**src/rtc_pkg.sv**
```systemverilog
// Purpose: shared constants for the rf transmit control block
// Assumes: 20 MHz system clock, Avalon-MM register access, 32-bit data
// Notes:   byte addresses, field positions, reset values and timing counts
package rtc_pkg;

  ////////////////////////////////////////////////////////////////////////////
  // clock and timing
  localparam int CLK_PERIOD_NS  = 50;
  localparam int CAL_TIME_NS    = 5000;   // sub-band search budget
  localparam int LOCK_TIME_NS   = 1000000; // default lock timeout
  localparam int XTAL_PRESCALE  = 52;     // fixed crystal pre-divider
  localparam logic [5:0] XTAL_PRE_LAST = 6'(XTAL_PRESCALE - 1);

  ////////////////////////////////////////////////////////////////////////////
  // register byte addresses
  localparam logic [15:0] ADDR_BAUD   = 16'h1830;
  localparam logic [15:0] ADDR_CTRL   = 16'h1834;
  localparam logic [15:0] ADDR_STATUS = 16'h1838;
  localparam logic [15:0] ADDR_RSTACK = 16'h183C;
  localparam logic [15:0] ADDR_FREQA  = 16'h1840;
  localparam logic [15:0] ADDR_FREQB  = 16'h1844;

  // reset values
  localparam logic [7:0]  BAUD_RESET  = 8'h34;

  // control register fields
  localparam int CTRL_SEND      = 0;
  localparam int CTRL_MOD       = 1;
  localparam int CTRL_BAND      = 2;
  localparam int CTRL_PWR_LO    = 3;   // five bits, 3..7
  localparam int CTRL_IRQ_EN    = 8;
  localparam int CTRL_LV_EN     = 9;
  localparam int CTRL_PC_EN     = 10;
  localparam int CTRL_PER_FRAME = 11;
  localparam int CTRL_FRAMES_LO = 12;  // four bits, 12..15
  localparam int CTRL_DDATA     = 16;
  localparam int CTRL_DMODE     = 17;

  // status register fields
  localparam int STAT_READY     = 0;
  localparam int STAT_ERR       = 1;
  localparam int STAT_LV        = 2;
  localparam int STAT_DONE      = 3;
  localparam int STAT_REG_OK    = 4;
  localparam int STAT_BAND_LO   = 8;

  // reset/acknowledge register fields (write one, read zero)
  localparam int RST_BLOCK      = 0;
  localparam int RST_ACK        = 1;

  // power levels available
  localparam logic [4:0] PWR_LEVELS = 5'h15;

  typedef enum logic [2:0] {
    RTC_IDLE, RTC_REG_UP, RTC_PRECHG, RTC_CAL, RTC_LOCK, RTC_TX
  } rtc_state_t;

endpackage

```
**src/rtc_top.sv**
```systemverilog
// Purpose: control of the rf output stage: start, lock wait, abort, flags,
//          pre-charge sequencing, vco sub-band search and baud divider
// Assumes: analog status pins are asynchronous; buffer and frame strobes and
//          the crystal tick come from logic on clk_in
// Notes:   registers reached over Avalon-MM, one wait cycle per access
// Notes on behaviour
// - stage powered only while send set
// - ready flag shows pll locked, able to send
// - modulation bit picks ook or fsk words
// - band bit clear 315 MHz, set 434 MHz
// - five-bit power field, 21 levels
// - abort when lock not seen within timeout
// - abort on lock loss after lock
// - abort when crystal monitor falls
// - abort: rf off, send cleared, error set
// - error flag interrupts if enabled, ack clears
// - low-voltage flag, ack clears once recovered
// - supply collapse losing lock terminates transmission
// - block reset from power-on or software bit
// - block reset leaves data buffer untouched
// - interrupt when send clears after buffer
// - zero repeat: one frame; else per-frame select
// - done flag gated by enable, ack clears
// - pre-charge starts after digital regulator ready
// - precharge until 1.5 V reached, then continue
// - sub-band successive approximation each vco start
// - calibration reference: mean or second word
// - baud: crystal over 52 times divider+1
// - send auto clears; software zero stops early
`timescale 1ns/10ps
`default_nettype none

module rtc_top
  import rtc_pkg::*;
#(
  parameter int FREQ_W     = 16,
  parameter int BAND_W     = 6,
  parameter int LOCK_TO_NS = LOCK_TIME_NS
) (
  input  wire logic              clk_in,
  input  wire logic              rst_b_in,
  // avalon-mm slave
  input  wire logic [15:0]       avs_address_in,
  input  wire logic              avs_read_in,
  input  wire logic              avs_write_in,
  input  wire logic [31:0]       avs_writedata_in,
  output logic      [31:0]       avs_readdata_out,
  output logic                   avs_waitrequest_out,
  // analog side status pins
  input  wire logic              rf_poweron_reset_in,
  input  wire logic              pll_lock_in,
  input  wire logic              crystal_osc_ok_in,
  input  wire logic              supply_low_in,
  input  wire logic              dreg_ok_in,
  input  wire logic              cap_ok_in,
  input  wire logic              vco_above_ref_in,
  // same-clock strobes from crystal, buffer and frame logic
  input  wire logic              xtal_tick_in,
  input  wire logic              buf_data_in,
  input  wire logic              frame_end_in,
  input  wire logic              frame_last_in,
  // analog controls
  output logic                   areg_en_out,
  output logic                   precharge_on_out,
  output logic                   crystal_osc_en_out,
  output logic                   vco_en_out,
  output logic                   pll_en_out,
  output logic                   pa_en_out,
  output logic                   rf_data_out,
  output logic                   modulation_select_out,
  output logic                   carrier_band_select_out,
  output logic      [4:0]        power_level_out,
  output logic      [FREQ_W-1:0] carrier_word_out,
  output logic      [FREQ_W-1:0] cal_ref_out,
  output logic      [BAND_W-1:0] vco_band_out,
  output logic                   baud_tick_out,
  output logic                   block_reset_out,
  output logic                   irq_out
);

  ////////////////////////////////////////////////////////////////////////////
  // derived counts
  localparam int CAL_STEP_CYC = (CAL_TIME_NS / (CLK_PERIOD_NS * BAND_W) > 0)
                              ? CAL_TIME_NS / (CLK_PERIOD_NS * BAND_W) : 1;
  localparam int LOCK_CYC     = (LOCK_TO_NS / CLK_PERIOD_NS > 0)
                              ? LOCK_TO_NS / CLK_PERIOD_NS : 1;
  localparam int TMR_W        = $clog2(LOCK_CYC + 1) + 1;

  initial begin
    if (FREQ_W < 2 || FREQ_W > 32) $error("FREQ_W must be 2..32");
    if (BAND_W < 1 || BAND_W > 8) $error("BAND_W must be 1..8");
    if (CAL_STEP_CYC >= LOCK_CYC) $error("lock timeout too short");
  end

  ////////////////////////////////////////////////////////////////////////////
  // two-stage synchronisers for the analog pins
  logic [6:0] pin_meta_q;
  logic [6:0] pin_sync_q;
  logic       xco_prev_q;
  wire  [6:0] pin_raw = {rf_poweron_reset_in, pll_lock_in, crystal_osc_ok_in,
                         supply_low_in, dreg_ok_in, cap_ok_in, vco_above_ref_in};

  always_ff @(posedge clk_in or negedge rst_b_in) begin
    if (!rst_b_in) begin
      pin_meta_q <= 7'h00;
      pin_sync_q <= 7'h00;
      xco_prev_q <= 1'b0;
    end else begin
      pin_meta_q <= pin_raw;
      pin_sync_q <= pin_meta_q;
      xco_prev_q <= pin_sync_q[4];
    end
  end

  wire por_s     = pin_sync_q[6];
  wire lock_s    = pin_sync_q[5];
  wire xco_s     = pin_sync_q[4];
  wire low_s     = pin_sync_q[3];
  wire dreg_s    = pin_sync_q[2];
  wire cap_s     = pin_sync_q[1];
  wire above_s   = pin_sync_q[0];
  wire xco_fall  = xco_prev_q & ~xco_s;

  ////////////////////////////////////////////////////////////////////////////
  // bus decode; one wait cycle, answer on the second edge
  logic ack_q;
  wire  req      = avs_read_in | avs_write_in;
  wire  wr_fire  = avs_write_in & ack_q;
  wire  sel_baud = avs_address_in == ADDR_BAUD;
  wire  sel_ctrl = avs_address_in == ADDR_CTRL;
  wire  sel_stat = avs_address_in == ADDR_STATUS;
  wire  sel_rack = avs_address_in == ADDR_RSTACK;
  wire  sel_fa   = avs_address_in == ADDR_FREQA;
  wire  sel_fb   = avs_address_in == ADDR_FREQB;
  wire  wr_baud  = wr_fire & sel_baud;
  wire  wr_ctrl  = wr_fire & sel_ctrl;
  wire  wr_fa    = wr_fire & sel_fa;
  wire  wr_fb    = wr_fire & sel_fb;
  wire  soft_rst = wr_fire & sel_rack & avs_writedata_in[RST_BLOCK];
  wire  ack_w1   = wr_fire & sel_rack & avs_writedata_in[RST_ACK];

  assign avs_waitrequest_out = req & ~ack_q;

  always_ff @(posedge clk_in or negedge rst_b_in) begin
    if (!rst_b_in) begin
      ack_q <= 1'b0;
    end else begin
      ack_q <= req & ~ack_q;
    end
  end

  // block reset touches sequencing state and the baud divider; no buffer storage lives here
  wire blk_rst = soft_rst | por_s;
  assign block_reset_out = blk_rst;

  ////////////////////////////////////////////////////////////////////////////
  // configuration registers
  logic [7:0]        baud_divider_q;
  logic              modulation_select_q;
  logic              carrier_band_select_q;
  logic [4:0]        power_level_q;
  logic              rf_irq_enable_q;
  logic              tx_lowvolt_enable_q;
  logic              precharge_enable_q;
  logic              per_frame_irq_select_q;
  logic [3:0]        frame_repeat_count_q;
  logic              direct_data_q;
  logic              direct_mode_q;
  logic [FREQ_W-1:0] freq_word_a_q;
  logic [FREQ_W-1:0] freq_word_b_q;
  wire  [4:0]        pwr_wr = avs_writedata_in[CTRL_PWR_LO +: 5];

  always_ff @(posedge clk_in or negedge rst_b_in) begin
    if (!rst_b_in) begin
      baud_divider_q <= BAUD_RESET;
    end else if (blk_rst) begin
      baud_divider_q <= BAUD_RESET;
    end else if (wr_baud) begin
      baud_divider_q <= avs_writedata_in[7:0];
    end
  end

  // power field saturates at the top level
  always_ff @(posedge clk_in or negedge rst_b_in) begin
    if (!rst_b_in) begin
      {modulation_select_q, carrier_band_select_q, rf_irq_enable_q} <= 3'h0;
      {tx_lowvolt_enable_q, precharge_enable_q, per_frame_irq_select_q} <= 3'h0;
      {direct_data_q, direct_mode_q} <= 2'h0;
      power_level_q        <= 5'h00;
      frame_repeat_count_q <= 4'h0;
    end else if (wr_ctrl) begin
      modulation_select_q    <= avs_writedata_in[CTRL_MOD];
      carrier_band_select_q  <= avs_writedata_in[CTRL_BAND];
      power_level_q          <= (pwr_wr < PWR_LEVELS) ? pwr_wr : PWR_LEVELS - 5'd1;
      rf_irq_enable_q        <= avs_writedata_in[CTRL_IRQ_EN];
      tx_lowvolt_enable_q    <= avs_writedata_in[CTRL_LV_EN];
      precharge_enable_q     <= avs_writedata_in[CTRL_PC_EN];
      per_frame_irq_select_q <= avs_writedata_in[CTRL_PER_FRAME];
      frame_repeat_count_q   <= avs_writedata_in[CTRL_FRAMES_LO +: 4];
      direct_data_q          <= avs_writedata_in[CTRL_DDATA];
      direct_mode_q          <= avs_writedata_in[CTRL_DMODE];
    end
  end

  always_ff @(posedge clk_in or negedge rst_b_in) begin
    if (!rst_b_in) begin
      freq_word_a_q <= '0;
      freq_word_b_q <= '0;
    end else begin
      if (wr_fa) freq_word_a_q <= avs_writedata_in[FREQ_W-1:0];
      if (wr_fb) freq_word_b_q <= avs_writedata_in[FREQ_W-1:0];
    end
  end

  ////////////////////////////////////////////////////////////////////////////
  // sequencer
  rtc_state_t        state_q;
  rtc_state_t        state_d;
  logic              send_q;
  logic [TMR_W-1:0]  tmr_q;
  logic [BAND_W-1:0] band_q;
  logic [BAND_W-1:0] probe_q;   // one-hot bit under trial
  logic              reg_ok_q;

  wire active     = state_q != RTC_IDLE;
  wire in_tx      = state_q == RTC_TX;
  wire start      = wr_ctrl & avs_writedata_in[CTRL_SEND] & ~active;
  wire sw_stop    = wr_ctrl & ~avs_writedata_in[CTRL_SEND] & active;
  wire lock_to    = state_q == RTC_LOCK && tmr_q == TMR_W'(LOCK_CYC - 1) && !lock_s;
  wire lock_lost  = in_tx & ~lock_s;
  wire abort      = active & (lock_to | lock_lost | xco_fall | ~xco_s);
  wire step_done  = tmr_q == TMR_W'(CAL_STEP_CYC - 1);
  wire cal_last   = probe_q[0];
  // one frame only when the repeat count is zero
  wire buf_end    = in_tx & frame_end_in & (frame_last_in | frame_repeat_count_q == 4'h0);
  wire frame_irq  = in_tx & frame_end_in & per_frame_irq_select_q & (frame_repeat_count_q != 4'h0);
  wire tx_stay    = in_tx & (state_d == RTC_TX) & ~blk_rst;   // still in tx after edge

  // next-state selection
  always_comb begin
    state_d = state_q;
    unique case (state_q)
      RTC_IDLE:   if (start) state_d = RTC_REG_UP;
      RTC_REG_UP: if (dreg_s) state_d = precharge_enable_q ? RTC_PRECHG : RTC_CAL;
      RTC_PRECHG: if (cap_s) state_d = RTC_CAL;
      RTC_CAL:    if (step_done && cal_last) state_d = RTC_LOCK;
      RTC_LOCK:   if (lock_s) state_d = RTC_TX;
      RTC_TX:     if (buf_end) state_d = RTC_IDLE;
    endcase
    if (abort || sw_stop) state_d = RTC_IDLE;
  end

  always_ff @(posedge clk_in or negedge rst_b_in) begin
    if (!rst_b_in) begin
      state_q <= RTC_IDLE;
    end else if (blk_rst) begin
      state_q <= RTC_IDLE;
    end else begin
      state_q <= state_d;
    end
  end

  // send bit: set by start, cleared by end, abort, stop or block reset
  always_ff @(posedge clk_in or negedge rst_b_in) begin
    if (!rst_b_in) begin
      send_q <= 1'b0;
    end else if (blk_rst || abort || buf_end || sw_stop) begin
      send_q <= 1'b0;
    end else if (start) begin
      send_q <= 1'b1;
    end
  end

  // shared timer for calibration steps and lock wait
  always_ff @(posedge clk_in or negedge rst_b_in) begin
    if (!rst_b_in) begin
      tmr_q <= '0;
    end else if (state_d != state_q || (state_q == RTC_CAL && step_done)) begin
      tmr_q <= '0;
    end else if (state_q == RTC_CAL || state_q == RTC_LOCK) begin
      tmr_q <= tmr_q + TMR_W'(1);
    end
  end

  // successive approximation, msb first, restarted on every vco start
  always_ff @(posedge clk_in or negedge rst_b_in) begin
    if (!rst_b_in) begin
      band_q  <= '0;
      probe_q <= '0;
    end else if (state_q != RTC_CAL && state_d == RTC_CAL) begin
      probe_q <= {1'b1, {(BAND_W-1){1'b0}}};
      band_q  <= {1'b1, {(BAND_W-1){1'b0}}};
    end else if (state_q == RTC_CAL && step_done) begin
      probe_q <= probe_q >> 1;
      band_q  <= (above_s ? band_q & ~probe_q : band_q) | (probe_q >> 1);
    end
  end

  // regulator ok: set at 1.5 V crossing, cleared for each new start
  always_ff @(posedge clk_in or negedge rst_b_in) begin
    if (!rst_b_in) begin
      reg_ok_q <= 1'b0;
    end else if (blk_rst || start) begin
      reg_ok_q <= 1'b0;
    end else if (state_q == RTC_PRECHG && cap_s) begin
      reg_ok_q <= 1'b1;
    end
  end

  ////////////////////////////////////////////////////////////////////////////
  // sticky flags; a set in the same cycle as an acknowledge wins
  logic tx_error_flag_q;
  logic tx_done_flag_q;
  logic tx_lowvolt_flag_q;
  wire  lv_event = tx_lowvolt_enable_q & in_tx & low_s;

  always_ff @(posedge clk_in or negedge rst_b_in) begin
    if (!rst_b_in) begin
      tx_error_flag_q   <= 1'b0;
      tx_done_flag_q    <= 1'b0;
      tx_lowvolt_flag_q <= 1'b0;
    end else begin
      tx_error_flag_q   <= abort | (tx_error_flag_q & ~ack_w1);
      tx_done_flag_q    <= buf_end | frame_irq | (tx_done_flag_q & ~ack_w1);
      // ack only takes once the supply is back above threshold
      tx_lowvolt_flag_q <= lv_event | (tx_lowvolt_flag_q & ~(ack_w1 & ~low_s));
    end
  end

  assign irq_out = rf_irq_enable_q & (tx_error_flag_q | tx_done_flag_q);

  ////////////////////////////////////////////////////////////////////////////
  // baud divider: crystal ticks / 52, then / (divider + 1)
  logic [5:0] pre_q;
  logic [7:0] bcnt_q;
  logic       baud_q;
  wire        pre_wrap = xtal_tick_in & (pre_q == XTAL_PRE_LAST);

  always_ff @(posedge clk_in or negedge rst_b_in) begin
    if (!rst_b_in) begin
      pre_q  <= 6'h00;
      bcnt_q <= 8'h00;
      baud_q <= 1'b0;
    end else if (!in_tx) begin
      pre_q  <= 6'h00;   // phase restarts with each transmission
      bcnt_q <= 8'h00;
      baud_q <= 1'b0;
    end else begin
      if (xtal_tick_in) pre_q <= pre_wrap ? 6'h00 : pre_q + 6'h01;
      if (pre_wrap) bcnt_q <= (bcnt_q == baud_divider_q) ? 8'h00 : bcnt_q + 8'h01;
      baud_q <= pre_wrap & (bcnt_q == baud_divider_q) & tx_stay;
    end
  end

  assign baud_tick_out = baud_q;

  ////////////////////////////////////////////////////////////////////////////
  // analog drive, registered
  wire [FREQ_W:0] word_sum = {1'b0, freq_word_a_q} + {1'b0, freq_word_b_q};
  wire            tx_bit   = direct_mode_q ? direct_data_q : buf_data_in;
  wire            pa_d     = send_q & tx_stay;
  logic           pa_q;
  logic           data_q;
  logic [FREQ_W-1:0] carrier_q;
  logic [FREQ_W-1:0] cal_ref_q;

  always_ff @(posedge clk_in or negedge rst_b_in) begin
    if (!rst_b_in) begin
      pa_q      <= 1'b0;
      data_q    <= 1'b0;
      carrier_q <= '0;
      cal_ref_q <= '0;
    end else begin
      pa_q      <= pa_d;
      // ook keys the amplifier; fsk switches between the two words
      data_q    <= pa_d & tx_bit;
      carrier_q <= (modulation_select_q && !tx_bit) ? freq_word_a_q : freq_word_b_q;
      cal_ref_q <= modulation_select_q ? word_sum[FREQ_W:1] : freq_word_b_q;
    end
  end

  assign pa_en_out               = pa_q & (modulation_select_q | data_q);
  assign rf_data_out             = data_q;
  assign carrier_word_out        = carrier_q;
  assign cal_ref_out             = cal_ref_q;
  assign vco_band_out            = band_q;
  assign modulation_select_out   = modulation_select_q;
  assign carrier_band_select_out = carrier_band_select_q;
  assign power_level_out         = power_level_q;
  // transmitter held off while pre-charging
  assign areg_en_out             = active;
  assign precharge_on_out        = state_q == RTC_PRECHG;
  assign crystal_osc_en_out      = active;
  assign vco_en_out              = state_q == RTC_CAL || state_q == RTC_LOCK || in_tx;
  assign pll_en_out              = state_q == RTC_LOCK || in_tx;

  ////////////////////////////////////////////////////////////////////////////
  // read mux; unmapped addresses read zero
  wire ready_flag = in_tx & lock_s;
  wire [31:0] ctrl_rd = 32'({direct_mode_q, direct_data_q, frame_repeat_count_q,
                             per_frame_irq_select_q, precharge_enable_q,
                             tx_lowvolt_enable_q, rf_irq_enable_q, power_level_q,
                             carrier_band_select_q, modulation_select_q, send_q});
  wire [31:0] stat_rd = 32'({band_q, 3'h0, reg_ok_q, tx_done_flag_q,
                             tx_lowvolt_flag_q, tx_error_flag_q, ready_flag});
  wire [31:0] rd_mux  = sel_baud ? {24'h000000, baud_divider_q} :
                        sel_ctrl ? ctrl_rd :
                        sel_stat ? stat_rd :
                        sel_fa   ? 32'(freq_word_a_q) :
                        sel_fb   ? 32'(freq_word_b_q) : 32'h00000000;

  always_ff @(posedge clk_in or negedge rst_b_in) begin
    if (!rst_b_in) begin
      avs_readdata_out <= 32'h00000000;
    end else if (avs_read_in && !ack_q) begin
      avs_readdata_out <= rd_mux;
    end
  end

endmodule

`default_nettype wire

```
**config.mk**
```make
export PLATFORM = sky130hd
export DESIGN_NAME = rtc_top
export DESIGN_NICKNAME = d
export VERILOG_FILES = /design/src/rtc_pkg.sv /design/src/rtc_top.sv
export SDC_FILE = /design/constraint.sdc
export NUM_CORES = 1
export LEC_CHECK = 0
export BUFFER_PORTS_ARGS = -buffer_cell sky130_fd_sc_hd__buf_4
export CAP_MARGIN = 20
export CORE_UTILIZATION = 28
export CTS_CLUSTER_DIAMETER = 30
export DETAILED_ROUTE_END_ITERATION = 7
export GPL_TIMING_DRIVEN = 0
export PLACE_DENSITY = 0.55
export SYNTH_ARGS = -nofsm -noshare
export SYNTH_HDL_FRONTEND = slang
export SYNTH_SLANG_ARGS = --single-unit
```
**constraint.sdc**
```tcl
create_clock -name clk_in -period 3.2 [get_ports clk_in]
set_input_delay 0.48 -clock clk_in [delete_from_list [all_inputs] [get_ports clk_in]]
set_output_delay 0.48 -clock clk_in [all_outputs]
set_load 0.01 [all_outputs]
```
* Yosys cells after proc, flatten, opt, wreduce, memory -nomap -nowiden *
Index checks and enable logic that the tools add are counted.

word-level totals
  register bits after elaboration = 190
  logic and storage cells = 188
  output and inout bits = 88
  bits of input ports = 63

cells by class
  magnitude comparators = 1
  eq/ne operators = 21
  $add $sub $neg = 4
  reductions and logical operators = 29
  bitwise logic cells = 60
  muxes and demuxes = 39

operators with widths
  kind                                                                      number
  16-bit 2-to-1 mux                                                         7
  16-bit by 13-bit equality test with 1-bit output (second input constant)  6
  6-bit 2-to-1 mux                                                          8
  8-bit 2-to-1 mux                                                          5
  1-bit AND                                                                 36
  18-bit 2-to-1 mux                                                         2
  3-bit 2-to-1 mux                                                          8
  3-bit one-hot mux with 6 select lines                                     1
  16-bit by 16-bit adder with 17-bit output                                 1
  16-bit by 1-bit adder with 16-bit output (second input constant)          1
  16-bit by 15-bit equality test with 1-bit output (second input constant)  1
  16-bit by 4-bit equality test with 1-bit output (second input constant)   1
  1-bit OR                                                                  12
  2-bit nonzero test                                                        5
  3-bit by 2-bit equality test with 1-bit output (second input constant)    3
  3-bit equality test (second input constant)                               3
  1-bit logical OR                                                          9
  1-bit NOT                                                                 9
  8-bit by 1-bit adder with 8-bit output (second input constant)            1
  8-bit equality test                                                       1
  1-bit logical AND                                                         8
  1-bit 2-to-1 mux                                                          7
  6-bit by 1-bit adder with 6-bit output (second input constant)            1
  6-bit AND                                                                 1
  other kinds (15)                                                          17

* Logic depth before layout (Yosys ltp) *
Gate-level depths: netlist of run 1.

  word-level depth = 14
  gate-level depth with buffers = 10
  gate-level depth less buffers = 9

* Least setup slack after synthesis of run 1 *
OpenSTA, ideal clock, no wires.

  kind = register -> register
  start point = register freq_word_a_q[1]
  end point = register cal_ref_q[13] (netlist: cal_ref_out[13])
  path buffers = 0
  data required time = 3.080 ns
  library setup time = 0.120 ns
  period minus slack after synthesis = 2.358 ns
  cell stages (with the launch flop) = 10
  slack = 0.842 ns
  data arrival time = 2.238 ns
  cell sequence = dfrtp_1 inv_1 fa_1 nor2b_1 o31ai_1 a2111o_1 a21boi_0 o21ai_0 a21o_1 a31o_2

between the ends
  longest elaborated chain between the ends = 2

RTL lines
  element                                    line            source
  start, declared                            rtc_top.sv:169  logic [FREQ_W-1:0] freq_word_a_q;
  start signal, assigned                     rtc_top.sv:210  if (wr_fa) freq_word_a_q <= avs_writedata_in[FREQ_W-1:0];
  16-bit by 16-bit adder with 17-bit output  rtc_top.sv:359  wire [FREQ_W:0] word_sum = {1'b0, freq_word_a_q} + {1'b0, freq_word_b_q};
  16-bit 2-to-1 mux                          rtc_top.sv:378  cal_ref_q <= modulation_select_q ? word_sum[FREQ_W:1] : freq_word_b_q;
  end signal, assigned                       rtc_top.sv:378
  end, declared                              rtc_top.sv:365  logic [FREQ_W-1:0] cal_ref_q;

No other way between the ends.
A chain may end at the register's enable or synchronous reset.

* Worst setup path after layout of run 1 *
  start point = register modulation_select_q (netlist: modulation_select_out)
  end point = output port pa_en_out

between the ends
  longest elaborated chain between the ends = 2

RTL lines
  element                 line            source
  start, declared         rtc_top.sv:159  logic modulation_select_q;
  start signal, assigned  rtc_top.sv:192  modulation_select_q <= avs_writedata_in[CTRL_MOD];
  1-bit OR                rtc_top.sv:382  assign pa_en_out = pa_q & (modulation_select_q | data_q);
  1-bit AND               rtc_top.sv:382
  end, declared           rtc_top.sv:68   output logic pa_en_out,

No other way between the ends.

==> results of run 1 <==
==> sequential cells by signal, summed over array words and instances (netlist names), 3 cells and up <==
signal / flops
vco_band_out: 6
baud_divider_q: 8
carrier_word_out: 16
pre_q: 6
freq_word_a_q: 16
freq_word_b_q: 16
power_level_out: 5
pin_meta_q: 7
bcnt_q: 8
state_q: 3
tmr_q: 16
avs_readdata_out: 18
cal_ref_out: 16
pin_sync_q: 7
frame_repeat_count_q: 4
probe_q: 6
==> per-layer routing <==
| metal | global-route usage, % | wire (µm) | vias up | share of wire (%) |
|---|---|---|---|---|
| met3 | 3.40 | 1390 | 30 | 5.6 |
| met5 | 0 | 0 | - | 0 |
| met2 | 25.9 | 11600 | 196 | 47 |
| li1 | - | - | 3203 | - |
| met4 | 4.92 | 465 | 0 | 1.9 |
| met1 | 22.6 | 11400 | 3293 | 46 |
==> cell usage after synthesis, drive strengths merged (4+ instances only) <==
master,instances,area share (%)
dfrtp,172,50
nor2,75,3.3
nand2,70,3.1
mux2,64,8.4
a21oi,43,2.6
o21ai,34,2.0
a22oi,24,2.1
buf,23,2.0
clkbuf,22,0.98
nor3,21,1.3
nand3,19,1.1
xnor2,19,2.0
ha,18,2.6
xor2,14,1.4
a31oi,13,0.95
mux2i,13,1.5
nand4,13,0.95
inv,11,0.48
a21o,10,0.88
and3,10,0.73
nor2b,10,0.73
nor4,9,0.81
a211oi,6,0.53
nand3b,6,0.53
o21a,6,0.53
or2,5,0.37
or3,5,0.37
a222oi,4,0.47
and2,4,0.29
nor3b,4,0.35
o211ai,4,0.41
o31a,4,0.43
or4,4,0.35
==> cell families after synthesis <==
group                      synth area share [%]
and+or+nand+nor                            15.9
DFF                                        51.4
AOI/OAI and AO/OA                          12.9
muxes                                      9.97
buffers and inverters                      3.54
xor gates and xnor gates                   3.39
adders and majority gates                  2.88
other                                    0.0440
==> metrics by stage <==
stage	hold WS, ns	std cells
5_1_grt	0.0595	1360
3_3_place_gp	0.335	1326
3_5_place_dp	0.335	1327
6_report	0.00277	1361
2_1_floorplan	0.184	815
4_1_cts	0.0459	1359
==> placed cells by master, fill, tap and decap left out, types with 11 or more instances in the layout <==
cell type	instances
sky130_fd_sc_hd__nand2_1	70
sky130_fd_sc_hd__a31oi_1	13
sky130_fd_sc_hd__dfrtp_1	172
sky130_fd_sc_hd__mux2i_1	13
sky130_fd_sc_hd__nor3_1	20
sky130_fd_sc_hd__clkbuf_1	22
sky130_fd_sc_hd__clkbuf_16	17
sky130_fd_sc_hd__xor2_1	14
sky130_fd_sc_hd__xnor2_1	19
sky130_fd_sc_hd__nand4_1	13
sky130_fd_sc_hd__nor2_1	75
sky130_fd_sc_hd__nand3_1	19
sky130_fd_sc_hd__buf_4	137
sky130_fd_sc_hd__a22oi_1	24
sky130_fd_sc_hd__ha_1	18
sky130_fd_sc_hd__a21oi_1	42
sky130_fd_sc_hd__mux2_2	64
sky130_fd_sc_hd__conb_1	14
sky130_fd_sc_hd__inv_1	11
sky130_fd_sc_hd__o21ai_0	30
==> area by class of cell <==
cell class,instances,area share [%]
sequential,175,41.2
timing repair buffer,123,8.91
antenna,1,0.0235
clock inverter,14,1.89
inverter,13,0.458
clock buffer,18,4.03
tap,390,4.58
multi-input combinational,582,36.6
buffer,45,2.37
==> worst register-to-register path: cells and delay by family (launching register included) <==
family,cells,cell delay [ns]
and+or+nand+nor,6,2.03
buffers and inverters,2,0.40
DFF,1,0.38
==> power by group through the flow <==
stage	logic (µW)	clock network [µW]	registers [µW]
detailed placement	266	0	2320
CTS	267	2300	2280
floorplan	74.3	0	2320
global placement	257	0	2320
global route	290	2400	2280
finish	261	2260	2280
==> worst paths after layout <==
check | slack (ns) | cells after the start | end | startpoint
setup / recovery | 0.33 | 4 | pa_en_out | modulation_select_out
min in group clk_in | 0.15 | 1 | pin_meta_q[2] | dreg_ok_in
hold / removal | 0.003 | 1 | cal_ref_out[4] | rst_b_in
setup reg to reg | 0.34 | 8 | rf_data_out | state_q[0]
hold reg to reg | 0.35 | 0 | pin_sync_q[1] | pin_meta_q[1]
max in group asynchronous | 2.30 | 2 | baud_divider_q[4] | rst_b_in
==> tab_implementation.tex, run 1 <==
\begin{tabular}{lr}
\hline
Metric & Value \\
\hline
\multicolumn{2}{l}{\textbf{Routing}} \\
\quad DRT Pass-1 Iters & 5 \\
\quad 1st-iter DRT viols & 546 \\
\quad Number of DRC violations after detailed routing & 0 \\
\quad Vias post-DR & 6722 \\
\quad Drt total wl & 24.9 mm \\
\quad DR WL/cell & about 18 µm \\
\quad Post-detailed-route count of antenna-violating nets & 0 \\
\quad Via density per instance & between 4 and 5 \\
\multicolumn{2}{l}{\textbf{CTS}} \\
\quad Max clock buf depth & 2 \\
\quad H-tree levels & 4 \\
\quad Clock latency on the worst-skew pair & approximately 0.44 ns \\
\quad TritonCTS Buffers & 17 \\
\quad Post-CTS repair timing setup buffer count & 0 \\
\quad Cells resized by post-CTS repair & 0 \\
\quad Number of hold buffers added after cts & 0 \\
\quad TritonCTS sink count & 175 \\
\quad Clock edge transition at the registers on the reported setup and hold paths & 0.07 ns \\
\quad Root cell of the clock tree & sky130\_fd\_sc\_hd\_\_clkbuf\_16 \\
\quad TritonCTS clock tree & done \\
\multicolumn{2}{l}{\textbf{Logic synthesis}} \\
\quad Fraction of the yosys area taken by sequential cells & 51.4\% \\
\quad Number of enable flip-flop cells after synthesis & 0 \\
\quad Mean instance size in the synthesized netlist & 10.6 µm² \\
\quad Count of warnings emitted by yosys & 0 \\
\quad Number of unique standard cell types used by synthesis & 72 \\
\quad Flop and latch count out of synthesis & around 180 \\
\quad Most used flip-flop cell after synthesis & sky130\_fd\_sc\_hd\_\_dfrtp\_1 \\
\quad Total standard cell area after synthesis & roughly 8500 µm² \\
\quad Synth async-reset ratio & 100\% \\
\quad Number of instances in the synthesized netlist & between 800 and 900 \\
\multicolumn{2}{l}{\textbf{Power and ir drop}} \\
\quad Maximum VDD drop & 0.279 mV \\
\quad Switching share of power & 23.3\% \\
\quad Power Internal & roughly 3700 µW \\
\quad Sequential share of power & approximately 48\% \\
\quad Total chip power & 4800 µW \\
\quad P per Cell Area & 450 nW/µm² \\
\quad Static leakage & roughly 0.0050 µW \\
\quad Clock group share of total power & about 47\% \\
\quad Net switching power & 1120 µW \\
\quad Logic gate share of total power & 5.4\% \\
\multicolumn{2}{l}{\textbf{Setup path}} \\
\quad Critical path, cell by cell & clkbuf\_1, clkbuf\_1, o21a\_1, buf\_4 \\
\quad Required time at the worst-slack endpoint & roughly 2.7 ns \\
\quad Kind of end point of the critical path & primary output \\
\quad Buffering stage count on the worst path with inverters included & 3 \\
\quad Data arrival time of the critical path & 2.39 ns \\
\quad Critical Setup Path Class & flop to primary output \\
\quad Max FO, Critical Path & 10 \\
\quad Crit-path most repeated cell & sky130\_fd\_sc\_hd\_\_clkbuf\_1 \\
\quad Slowest stage cell, crit path & sky130\_fd\_sc\_hd\_\_clkbuf\_1 \\
\quad Sort of element at the start of the critical path & flop \\
\quad Kind of cell with the highest combined delay on the critical path & buffers and inverters \\
\quad Worst stage delay on the critical path & 0.57 ns \\
\multicolumn{2}{l}{\textbf{GRT}} \\
\quad Sum of overflow across all layers after global routing & 0 \\
\quad Vias in the first global route & 6706 \\
\quad Largest net degree at the start of global routing & 96 \\
\quad Global-route wire length before repair & 38.9 mm \\
\quad Antenna violations before repair & 1 \\
\quad Total global routing track utilization & 16.4\% \\
\multicolumn{2}{l}{\textbf{Finish}} \\
\quad Synthesis-to-layout area growth & 24.8\% \\
\quad Final instance area & 10600 µm² \\
\quad Fill cell total of the finished layout & about 3000 \\
\quad FF/Latch Area & 4380 µm² \\
\quad Net count reported at finish & 1039 \\
\quad Share of post-route cells with drive strength above 1 & a little over a quarter \\
\quad Final core utilization & 35.7\% \\
\quad Combined area of the multi-input logic cells & 3890 µm² \\
\multicolumn{2}{l}{\textbf{Placement}} \\
\quad Final estimated routing congestion in global placement & 0.893 \\
\quad Placement-stage worst setup slack & -0.0114 ns \\
\quad Detail Placement HPWL & 18.5 mm \\
\quad Number of I/O port buffers & 121 \\
\quad Area of placed instances & 10000 µm² \\
\multicolumn{2}{l}{\textbf{Timing}} \\
\quad Setup TNS & 0 ns \\
\quad Achievable frequency & 348 MHz \\
\quad Normalized max-slew margin & 37.8\% \\
\quad Shortest period the worst path allows & 2.87 ns \\
\quad RSZ-0062 raised after global routing & no \\
\quad Final Setup Violations & 0 \\
\quad Final Hold Vio Count & 0 \\
\quad Slack of the critical path & about 0.33 ns \\
\quad Post-route clock period utilization & approximately nine tenths \\
\quad Clock Skew & around 0.015 ns \\
\quad Actual transition at the worst max-transition pin & 0.929 ns \\
\quad Number of pins with negative max-slew slack in the final report & 0 \\
\multicolumn{2}{l}{\textbf{Die}} \\
\quad Core Region & 29800 µm² \\
\quad Core Rows & 63 \\
\quad Horizontal die dimension & 177 µm \\
\quad Top-level I/O count & $\sim$150 \\
\quad Effective utilization at floorplan & 28.6\% \\
\quad DIE AREA & roughly 31000 µm² \\
\quad Chip height & about 180 µm \\
\multicolumn{2}{l}{\textbf{Outcome}} \\
\quad Run status & complete, no violations \\
\multicolumn{2}{l}{\textbf{Worst hold path}} \\
\quad Type of the tightest min-delay check & input pin to asynchronous set/reset pin \\
\multicolumn{2}{l}{\textbf{Run}} \\
\quad MaxCap Viol Count & 0 \\
\hline
\end{tabular}
Note: power is estimated with default switching activity, not from simulation.
==> inputs of run 2 (changes only) <==
--- a/config.mk
+++ b/config.mk
@@ -7,6 +7,7 @@
 export LEC_CHECK = 0
 export BUFFER_PORTS_ARGS = -buffer_cell sky130_fd_sc_hd__buf_4
 export CAP_MARGIN = 20
+export CORE_MARGIN = 5
 export CORE_UTILIZATION = 28
 export CTS_CLUSTER_DIAMETER = 30
 export DETAILED_ROUTE_END_ITERATION = 7
==> constraint.sdc (replaced) <==
create_clock -name clk_in -period 3 [get_ports clk_in]
set_input_delay 0.45 -clock clk_in [delete_from_list [all_inputs] [get_ports clk_in]]
set_output_delay 0.45 -clock clk_in [all_outputs]
set_load 0.01 [all_outputs]
==> tab_implementation.tex, run 2 (synthesized netlist as in run 1, its figures left out) <==
\begin{tabular}{lr}
\hline
Metric & Value \\
\hline
\multicolumn{2}{l}{\textbf{Die}} \\
\quad Top-level I/O count & 151 \\
\quad Core Region & about 30000 µm² \\
\quad Effective utilization at floorplan & 28.1\% \\
\quad DIE AREA & 34100 µm² \\
\quad Horizontal die dimension & 185 µm \\
\quad Chip height & 185 µm \\
\quad Core Rows & 64 \\
\multicolumn{2}{l}{\textbf{Setup path}} \\
\quad Data arrival time of the critical path & 3.13 ns \\
\quad R2r worst-path depth & 9 \\
\quad Slowest stage cell, crit path & sky130\_fd\_sc\_hd\_\_fa\_1 \\
\quad Critical path, cell by cell & inv\_1, fa\_1, nor2b\_1, o31ai\_1, a2111o\_1, a21boi\_0, o21ai\_0, a21o\_1, a31o\_2 \\
\quad Max FO, Critical Path & 4 \\
\quad Kind of end point of the critical path & flop \\
\quad Critical Setup Path Class & flop to flop \\
\quad Required time at the worst-slack endpoint & 3.32 ns \\
\quad Worst stage delay on the critical path & 0.45 ns \\
\quad Sort of element at the start of the critical path & flop \\
\multicolumn{2}{l}{\textbf{Finish}} \\
\quad Largest register FFs & 18 \\
\quad Net count reported at finish & 1038 \\
\quad Combined area of the multi-input logic cells & 3900 µm² \\
\quad Ant. Diodes & 0 \\
\quad Leading cell type in the layout, fill and taps excluded & sky130\_fd\_sc\_hd\_\_dfrtp\_1 \\
\quad Register with the most flip-flops & avs\_readdata\_out \\
\quad Fill cell total of the finished layout & 3076 \\
\quad Final non-filler cell total & 1365 \\
\quad FF/Latch Area & roughly 4400 µm² \\
\quad Synthesis-to-layout area growth & 24.6\% \\
\quad Commonest cells after routing, fill and taps aside & sky130\_fd\_sc\_hd\_\_dfrtp\_1, sky130\_fd\_sc\_hd\_\_buf\_4, sky130\_fd\_sc\_hd\_\_nor2\_1, sky130\_fd\_sc\_hd\_\_nand2\_1, sky130\_fd\_sc\_hd\_\_mux2\_2 \\
\quad Share of post-route cells with drive strength above 1 & 26.6\% \\
\multicolumn{2}{l}{\textbf{Timing}} \\
\quad Actual transition at the worst max-transition pin & 1.10 ns \\
\quad Achievable frequency & approximately 360 MHz \\
\quad Number of pins with negative max-slew slack in the final report & 0 \\
\quad Final Hold Vio Count & 11 \\
\quad Clock Skew & 0.0132 ns \\
\quad Setup TNS & 0 ns \\
\quad Final Setup Violations & 0 \\
\quad Slack of the critical path & 0.191 ns \\
\quad Post-route clock period utilization & 93.6\% \\
\quad Shortest period the worst path allows & 2.81 ns \\
\quad Normalized max-slew margin & roughly a quarter \\
\quad Worst hold margin & -0.0257 ns \\
\quad RSZ-0062 raised after global routing & no \\
\multicolumn{2}{l}{\textbf{GRT}} \\
\quad Vias in the first global route & 6700 \\
\quad Largest net degree at the start of global routing & 93 \\
\quad Sum of overflow across all layers after global routing & 0 \\
\quad Total global routing track utilization & 14.8\% \\
\quad Antenna violations before repair & 0 \\
\quad Global-route wire length before repair & 39.3 mm \\
\multicolumn{2}{l}{\textbf{CTS}} \\
\quad Root cell of the clock tree & sky130\_fd\_sc\_hd\_\_clkbuf\_16 \\
\quad TritonCTS Buffers & 17 \\
\quad Post-CTS repair timing setup buffer count & 0 \\
\quad TritonCTS sink count & 175 \\
\quad Clock edge transition at the registers on the reported setup and hold paths & 0.07 ns \\
\quad Max clock buf depth & 2 \\
\quad H-tree levels & 4 \\
\quad TritonCTS clock tree & done \\
\quad Clock latency on the worst-skew pair & 0.43 ns \\
\multicolumn{2}{l}{\textbf{Routing}} \\
\quad Vias post-DR & 6781 \\
\quad Drt total wl & 25.3 mm \\
\quad Post-detailed-route count of antenna-violating nets & 0 \\
\quad Number of DRC violations after detailed routing & 0 \\
\quad DRT Pass-1 Iters & 6 \\
\quad Via density per instance & 4.97 \\
\quad DR WL/cell & roughly 19 µm \\
\quad 1st-iter DRT viols & 546 \\
\multicolumn{2}{l}{\textbf{Placement}} \\
\quad Placed Cells & 1333 \\
\quad Detail Placement HPWL & about 19 mm \\
\quad Number of I/O port buffers & around 120 \\
\quad Final estimated routing congestion in global placement & 0.851 \\
\quad Placement-stage worst setup slack & -0.147 ns \\
\multicolumn{2}{l}{\textbf{Power and ir drop}} \\
\quad P per Cell Area & 476 nW/µm² \\
\quad Total chip power & 5060 µW \\
\quad Maximum VDD drop & 0.385 mV \\
\quad Static leakage & 0.00499 µW \\
\multicolumn{2}{l}{\textbf{Outcome}} \\
\quad Violated checks & hold timing \\
\quad Run status & finished, violations left \\
\multicolumn{2}{l}{\textbf{Worst hold path}} \\
\quad Type of the tightest min-delay check & input pin to asynchronous set/reset pin \\
\multicolumn{2}{l}{\textbf{Run}} \\
\quad MaxCap Viol Count & 0 \\
\hline
\end{tabular}
-- run 2: stage by stage --
stage	cell area [µm²]	utilization (%)
final	10600	35.0
after global routing	10600	35.0
after CTS	10600	35.0
after detailed placement	10000	33.0
after global placement	9980	32.9
after floorplan	8580	-
-- run 2: final cells by class --
| class | count | share of cell area [%] |
|---|---|---|
| timing repair buffer | 122 | 8.87 |
| clock buffer | 18 | 4.04 |
| buffer | 45 | 2.38 |
| tap | 396 | 4.66 |
| sequential | 175 | 41.2 |
| multi-input combinational | 582 | 36.7 |
| inverter | 13 | 0.459 |
| clock inverter | 14 | 1.68 |
-- run 2: timing repair --
item	CTS	global route
resized for setup	0	1
hold buffers	0	0
endpoints found under the setup margin	0	10
-- run 2: path summary, 6_finish.rpt --
| path | from | end | slack (ns) |
|---|---|---|---|
| setup / recovery | freq_word_b_q[1] | cal_ref_out[13] | 0.19 |
| hold / removal | rst_b_in | carrier_word_out[6] | -0.03 |
| setup reg to reg | freq_word_b_q[1] | cal_ref_out[13] | 0.19 |
| hold reg to reg | pin_meta_q[4] | pin_sync_q[4] | 0.35 |
| max in group asynchronous | rst_b_in | state_q[1] | 2.15 |
| min in group clk_in | vco_above_ref_in | pin_meta_q[0] | 0.12 |
-- run 2: power breakdown --
| group | total [µW] | internal (µW) | switching [µW] |
|---|---|---|---|
| Sequential | 2430 | 2400 | 32.5 |
| Clock | 2350 | 1330 | 1020 |
| Combinational | 281 | 118 | 163 |
-- run 2: critical path, delay by kind of cell (launching register included) --
kind	cells	cell delay (ns)
buffers and inverters	1	0.11
DFF	1	0.44
AOI/OAI and AO/OA	6	1.47
and+or+nand+nor	1	0.22
adders and majority gates	1	0.45
-- run 2: per-layer routing --
| metal | GRT usage (%) | part of all wire [%] |
|---|---|---|
| met4 | 3.61 | 1.6 |
| met2 | 23.1 | 46 |
| met1 | 20.7 | 44 |
| met5 | 0 | 0 |
| met3 | 3.93 | 8.0 |
==> inputs of run 3 (changes only) <==
--- a/config.mk
+++ b/config.mk
@@ -5,14 +5,15 @@
 export SDC_FILE = /design/constraint.sdc
 export NUM_CORES = 1
 export LEC_CHECK = 0
+export ABC_AREA = 1
 export BUFFER_PORTS_ARGS = -buffer_cell sky130_fd_sc_hd__buf_4
 export CAP_MARGIN = 20
 export CORE_MARGIN = 5
-export CORE_UTILIZATION = 28
+export CORE_UTILIZATION = 55
 export CTS_CLUSTER_DIAMETER = 30
 export DETAILED_ROUTE_END_ITERATION = 7
 export GPL_TIMING_DRIVEN = 0
-export PLACE_DENSITY = 0.55
+export PLACE_DENSITY = 0.87
 export SYNTH_ARGS = -nofsm -noshare
 export SYNTH_HDL_FRONTEND = slang
 export SYNTH_SLANG_ARGS = --single-unit
==> tab_implementation.tex, run 3 <==
\begin{tabular}{lr}
\hline
Metric & Value \\
\hline
\multicolumn{2}{l}{\textbf{Routing}} \\
\quad Via density per instance & 5.44 \\
\quad Vias post-DR & 8081 \\
\quad Drt total wl & between 20 and 25 mm \\
\quad 1st-iter DRT viols & 676 \\
\quad DR WL/cell & 16.0 µm \\
\quad Number of DRC violations after detailed routing & 0 \\
\quad Post-detailed-route count of antenna-violating nets & 0 \\
\quad DRT Pass-1 Iters & 7 \\
\multicolumn{2}{l}{\textbf{Logic synthesis}} \\
\quad Number of enable flip-flop cells after synthesis & 0 \\
\quad Flop and latch count out of synthesis & 175 \\
\quad Number of unique standard cell types used by synthesis & 47 \\
\quad Top post-synthesis cells by area & sky130\_fd\_sc\_hd\_\_dfrtp\_1, sky130\_fd\_sc\_hd\_\_nand2\_1, sky130\_fd\_sc\_hd\_\_o21ai\_0 \\
\quad Synth async-reset ratio & 100\% \\
\quad Most repeated cell in the gate-level netlist after synthesis & sky130\_fd\_sc\_hd\_\_nand2\_1 \\
\quad Mean instance size in the synthesized netlist & 8.08 µm² \\
\quad Most used flip-flop cell after synthesis & sky130\_fd\_sc\_hd\_\_dfrtp\_1 \\
\quad Fraction of the yosys area taken by sequential cells & 49.2\% \\
\quad Cell taking the most area after synthesis & sky130\_fd\_sc\_hd\_\_dfrtp\_1 \\
\quad Area share of the largest cell type after synthesis & about half \\
\quad Number of instances in the synthesized netlist & 1101 \\
\quad Count of warnings emitted by yosys & 0 \\
\quad Total standard cell area after synthesis & 8900 µm² \\
\quad Top cells by count, synth & sky130\_fd\_sc\_hd\_\_nand2\_1, sky130\_fd\_sc\_hd\_\_dfrtp\_1, sky130\_fd\_sc\_hd\_\_inv\_1 \\
\multicolumn{2}{l}{\textbf{GRT}} \\
\quad Antenna violations before repair & 0 \\
\quad Met1 capacity usage during global routing & a little under a third \\
\quad GR peak layer & met2 \\
\quad Global-route met3 utilization & under 10\% \\
\quad Total global routing track utilization & 26.3\% \\
\quad Global-route wire length before repair & 38.3 mm \\
\quad GR Layer Usage met2 & 44.6\% \\
\quad Largest net degree at the start of global routing & 119 \\
\quad Vias in the first global route & 7944 \\
\quad Sum of overflow across all layers after global routing & 0 \\
\multicolumn{2}{l}{\textbf{Timing}} \\
\quad Achievable frequency & 406 MHz \\
\quad Shortest period the worst path allows & 2.46 ns \\
\quad Final Setup Violations & 0 \\
\quad Post-route clock period utilization & 82.1\% \\
\quad Setup TNS & 0 ns \\
\quad Normalized max-slew margin & roughly two fifths \\
\quad Actual transition at the worst max-transition pin & 0.864 ns \\
\quad Clock Skew & 0.0146 ns \\
\quad Final Hold Vio Count & 0 \\
\quad Number of pins with negative max-slew slack in the final report & 0 \\
\quad RSZ-0062 raised after global routing & no \\
\multicolumn{2}{l}{\textbf{Power and ir drop}} \\
\quad Maximum VDD drop & 0.430 mV \\
\quad Static leakage & 0.00540 µW \\
\quad P per Cell Area & 510 nW/µm² \\
\multicolumn{2}{l}{\textbf{Die}} \\
\quad Effective utilization at floorplan & 56.0\% \\
\quad Top-level I/O count & 151 \\
\quad Chip height & 137 µm \\
\quad DIE AREA & 18800 µm² \\
\quad Core Region & 15900 µm² \\
\quad Horizontal die dimension & about 140 µm \\
\quad Core Rows & 46 \\
\multicolumn{2}{l}{\textbf{CTS}} \\
\quad Clock edge transition at the registers on the reported setup and hold paths & $\sim$0.06 ns \\
\quad H-tree levels & 4 \\
\quad TritonCTS sink count & 175 \\
\quad Post-CTS repair timing setup buffer count & 0 \\
\quad Max clock buf depth & 2 \\
\quad Root cell of the clock tree & sky130\_fd\_sc\_hd\_\_clkbuf\_16 \\
\quad Cells resized by post-CTS repair & 0 \\
\quad Number of hold buffers added after cts & 1 \\
\quad TritonCTS clock tree & done \\
\quad Clock latency on the worst-skew pair & 0.44 ns \\
\quad TritonCTS Buffers & 17 \\
\multicolumn{2}{l}{\textbf{Finish}} \\
\quad Ant. Diodes & 0 \\
\quad Fill cell total of the finished layout & 1343 \\
\quad Commonest cells after routing, fill and taps aside & sky130\_fd\_sc\_hd\_\_nand2\_1, sky130\_fd\_sc\_hd\_\_dfrtp\_1, sky130\_fd\_sc\_hd\_\_inv\_1, sky130\_fd\_sc\_hd\_\_buf\_4, sky130\_fd\_sc\_hd\_\_o21ai\_0 \\
\quad Synthesis-to-layout area growth & 20.8\% \\
\quad Share of post-route cells with drive strength above 1 & 16.9\% \\
\quad Net count reported at finish & roughly 1300 \\
\quad Final core utilization & 67.7\% \\
\quad Leading cell type in the layout, fill and taps excluded & sky130\_fd\_sc\_hd\_\_nand2\_1 \\
\quad Register with the most flip-flops & avs\_readdata\_out \\
\quad Largest register FFs & 18 \\
\multicolumn{2}{l}{\textbf{Worst hold path}} \\
\quad Type of the tightest min-delay check & input pin to flop \\
\multicolumn{2}{l}{\textbf{Placement}} \\
\quad Final estimated routing congestion in global placement & 0.942 \\
\quad Detail Placement HPWL & around 18 mm \\
\quad Number of I/O port buffers & 122 \\
\multicolumn{2}{l}{\textbf{Run}} \\
\quad MaxCap Viol Count & 0 \\
\multicolumn{2}{l}{\textbf{Setup path}} \\
\quad Data arrival time of the critical path & 2.77 ns \\
\quad Kind of end point of the critical path & flop \\
\quad Critical Setup Path Class & flop to flop \\
\quad Max FO, Critical Path & 5 \\
\quad Required time at the worst-slack endpoint & around 3.3 ns \\
\quad Sort of element at the start of the critical path & flop \\
\multicolumn{2}{l}{\textbf{Outcome}} \\
\quad Run status & complete, no violations \\
\hline
\end{tabular}
==> run 3: cell count changes after synthesis, moves of 8 or more <==
cell and change:
sky130_fd_sc_hd__a21o_1 -8, sky130_fd_sc_hd__a22oi_1 -20, sky130_fd_sc_hd__mux2_2 -64, sky130_fd_sc_hd__nor2b_1 -10, sky130_fd_sc_hd__xnor2_1 -13, sky130_fd_sc_hd__nand4_1 +8
sky130_fd_sc_hd__mux2i_1 -13, sky130_fd_sc_hd__o21ai_0 +99, sky130_fd_sc_hd__and3_1 -9, sky130_fd_sc_hd__nand3_1 +21, sky130_fd_sc_hd__nor2_2 +12, sky130_fd_sc_hd__inv_1 +136
sky130_fd_sc_hd__nand2_1 +199
==> run 3: cell type report <==
| type | count | area (µm²) | share of cell area (%) |
|---|---|---|---|
| Buffer | 39 | 223 | 2.07 |
| Clock buffer | 20 | 457 | 4.25 |
| Clock inverter | 12 | 110 | 1.02 |
| Inverter | 156 | 587 | 5.46 |
| Multi-Input combinational cell | 744 | 3760 | 35.0 |
| Sequential cell | 175 | 4380 | 40.8 |
| Tap cell | 216 | 270 | 2.51 |
| Timing Repair Buffer | 124 | 961 | 8.94 |
==> run 3: critical path, cell delays in order (launching register included) <==
cell,delay (ns)
sky130_fd_sc_hd__dfrtp_1,0.42
sky130_fd_sc_hd__ha_1,0.37
sky130_fd_sc_hd__nand2_1,0.07
sky130_fd_sc_hd__o21ai_0,0.30
sky130_fd_sc_hd__a21oi_1,0.21
sky130_fd_sc_hd__o21ai_0,0.48
sky130_fd_sc_hd__nand3_1,0.19
sky130_fd_sc_hd__nand2_1,0.10
sky130_fd_sc_hd__nand2_1,0.05
sky130_fd_sc_hd__nand3_1,0.06
sky130_fd_sc_hd__o21ai_0,0.08
==> run 3: through the flow <==
stage / instance area, µm² / hold WS (ns) / std cells / total power (µW) / setup slack, ns
finish: 10700 / 0.114 / 1486 / 5480 / 0.536
global route: 10700 / 0.102 / 1486 / 5710 / 0.375
CTS: 10700 / 0.106 / 1486 / 5500 / 0.619
detailed placement: 10200 / 0.339 / 1453 / 3390 / 0.309
global placement: 10100 / 0.333 / 1452 / 3340 / 0.416
floorplan: 8950 / 0.154 / 1114 / 3140 / 1.01
==> run 3: worst paths after layout <==
check	start	endpoint	slack [ns]	depth (start not counted)
min	supply_low_in	pin_meta_q[3]	0.11	1
min reg2reg	pin_meta_q[0]	pin_sync_q[0]	0.35	0
max reg2reg	freq_word_b_q[2]	cal_ref_out[14]	0.54	10
max	freq_word_b_q[2]	cal_ref_out[14]	0.54	10
max in group asynchronous	rst_b_in	bcnt_q[4]	1.56	3
min in group asynchronous	rst_b_in	cal_ref_out[11]	0.52	2
==> run 3: logic make-up (layout without fill, tap and decap cells) <==
family | after synthesis | after routing | share of synthesized area (%)
other cells | 1 | 14 | 0.0421
buf+inv | 195 | 351 | 9.10
xor+xnor | 21 | 21 | 2.07
compound gates | 227 | 227 | 14.0
flops | 175 | 175 | 49.2
simple gates | 463 | 463 | 22.8
fa+ha+maj | 19 | 19 | 2.76
==> run 3: where the power goes <==
| part | internal (µW) | switching [µW] |
|---|---|---|
| sequential | 2480 | 124 |
| combinational | 295 | 454 |
| clock | 1190 | 940 |
==> run 3: layer usage <==
metal / vias up / share of wire [%]
met1: 3781 / 39
met4: 0 / 4.5
li1: 3863 / -
met3: 77 / 7.0
met2: 360 / 50
met5: - / 0
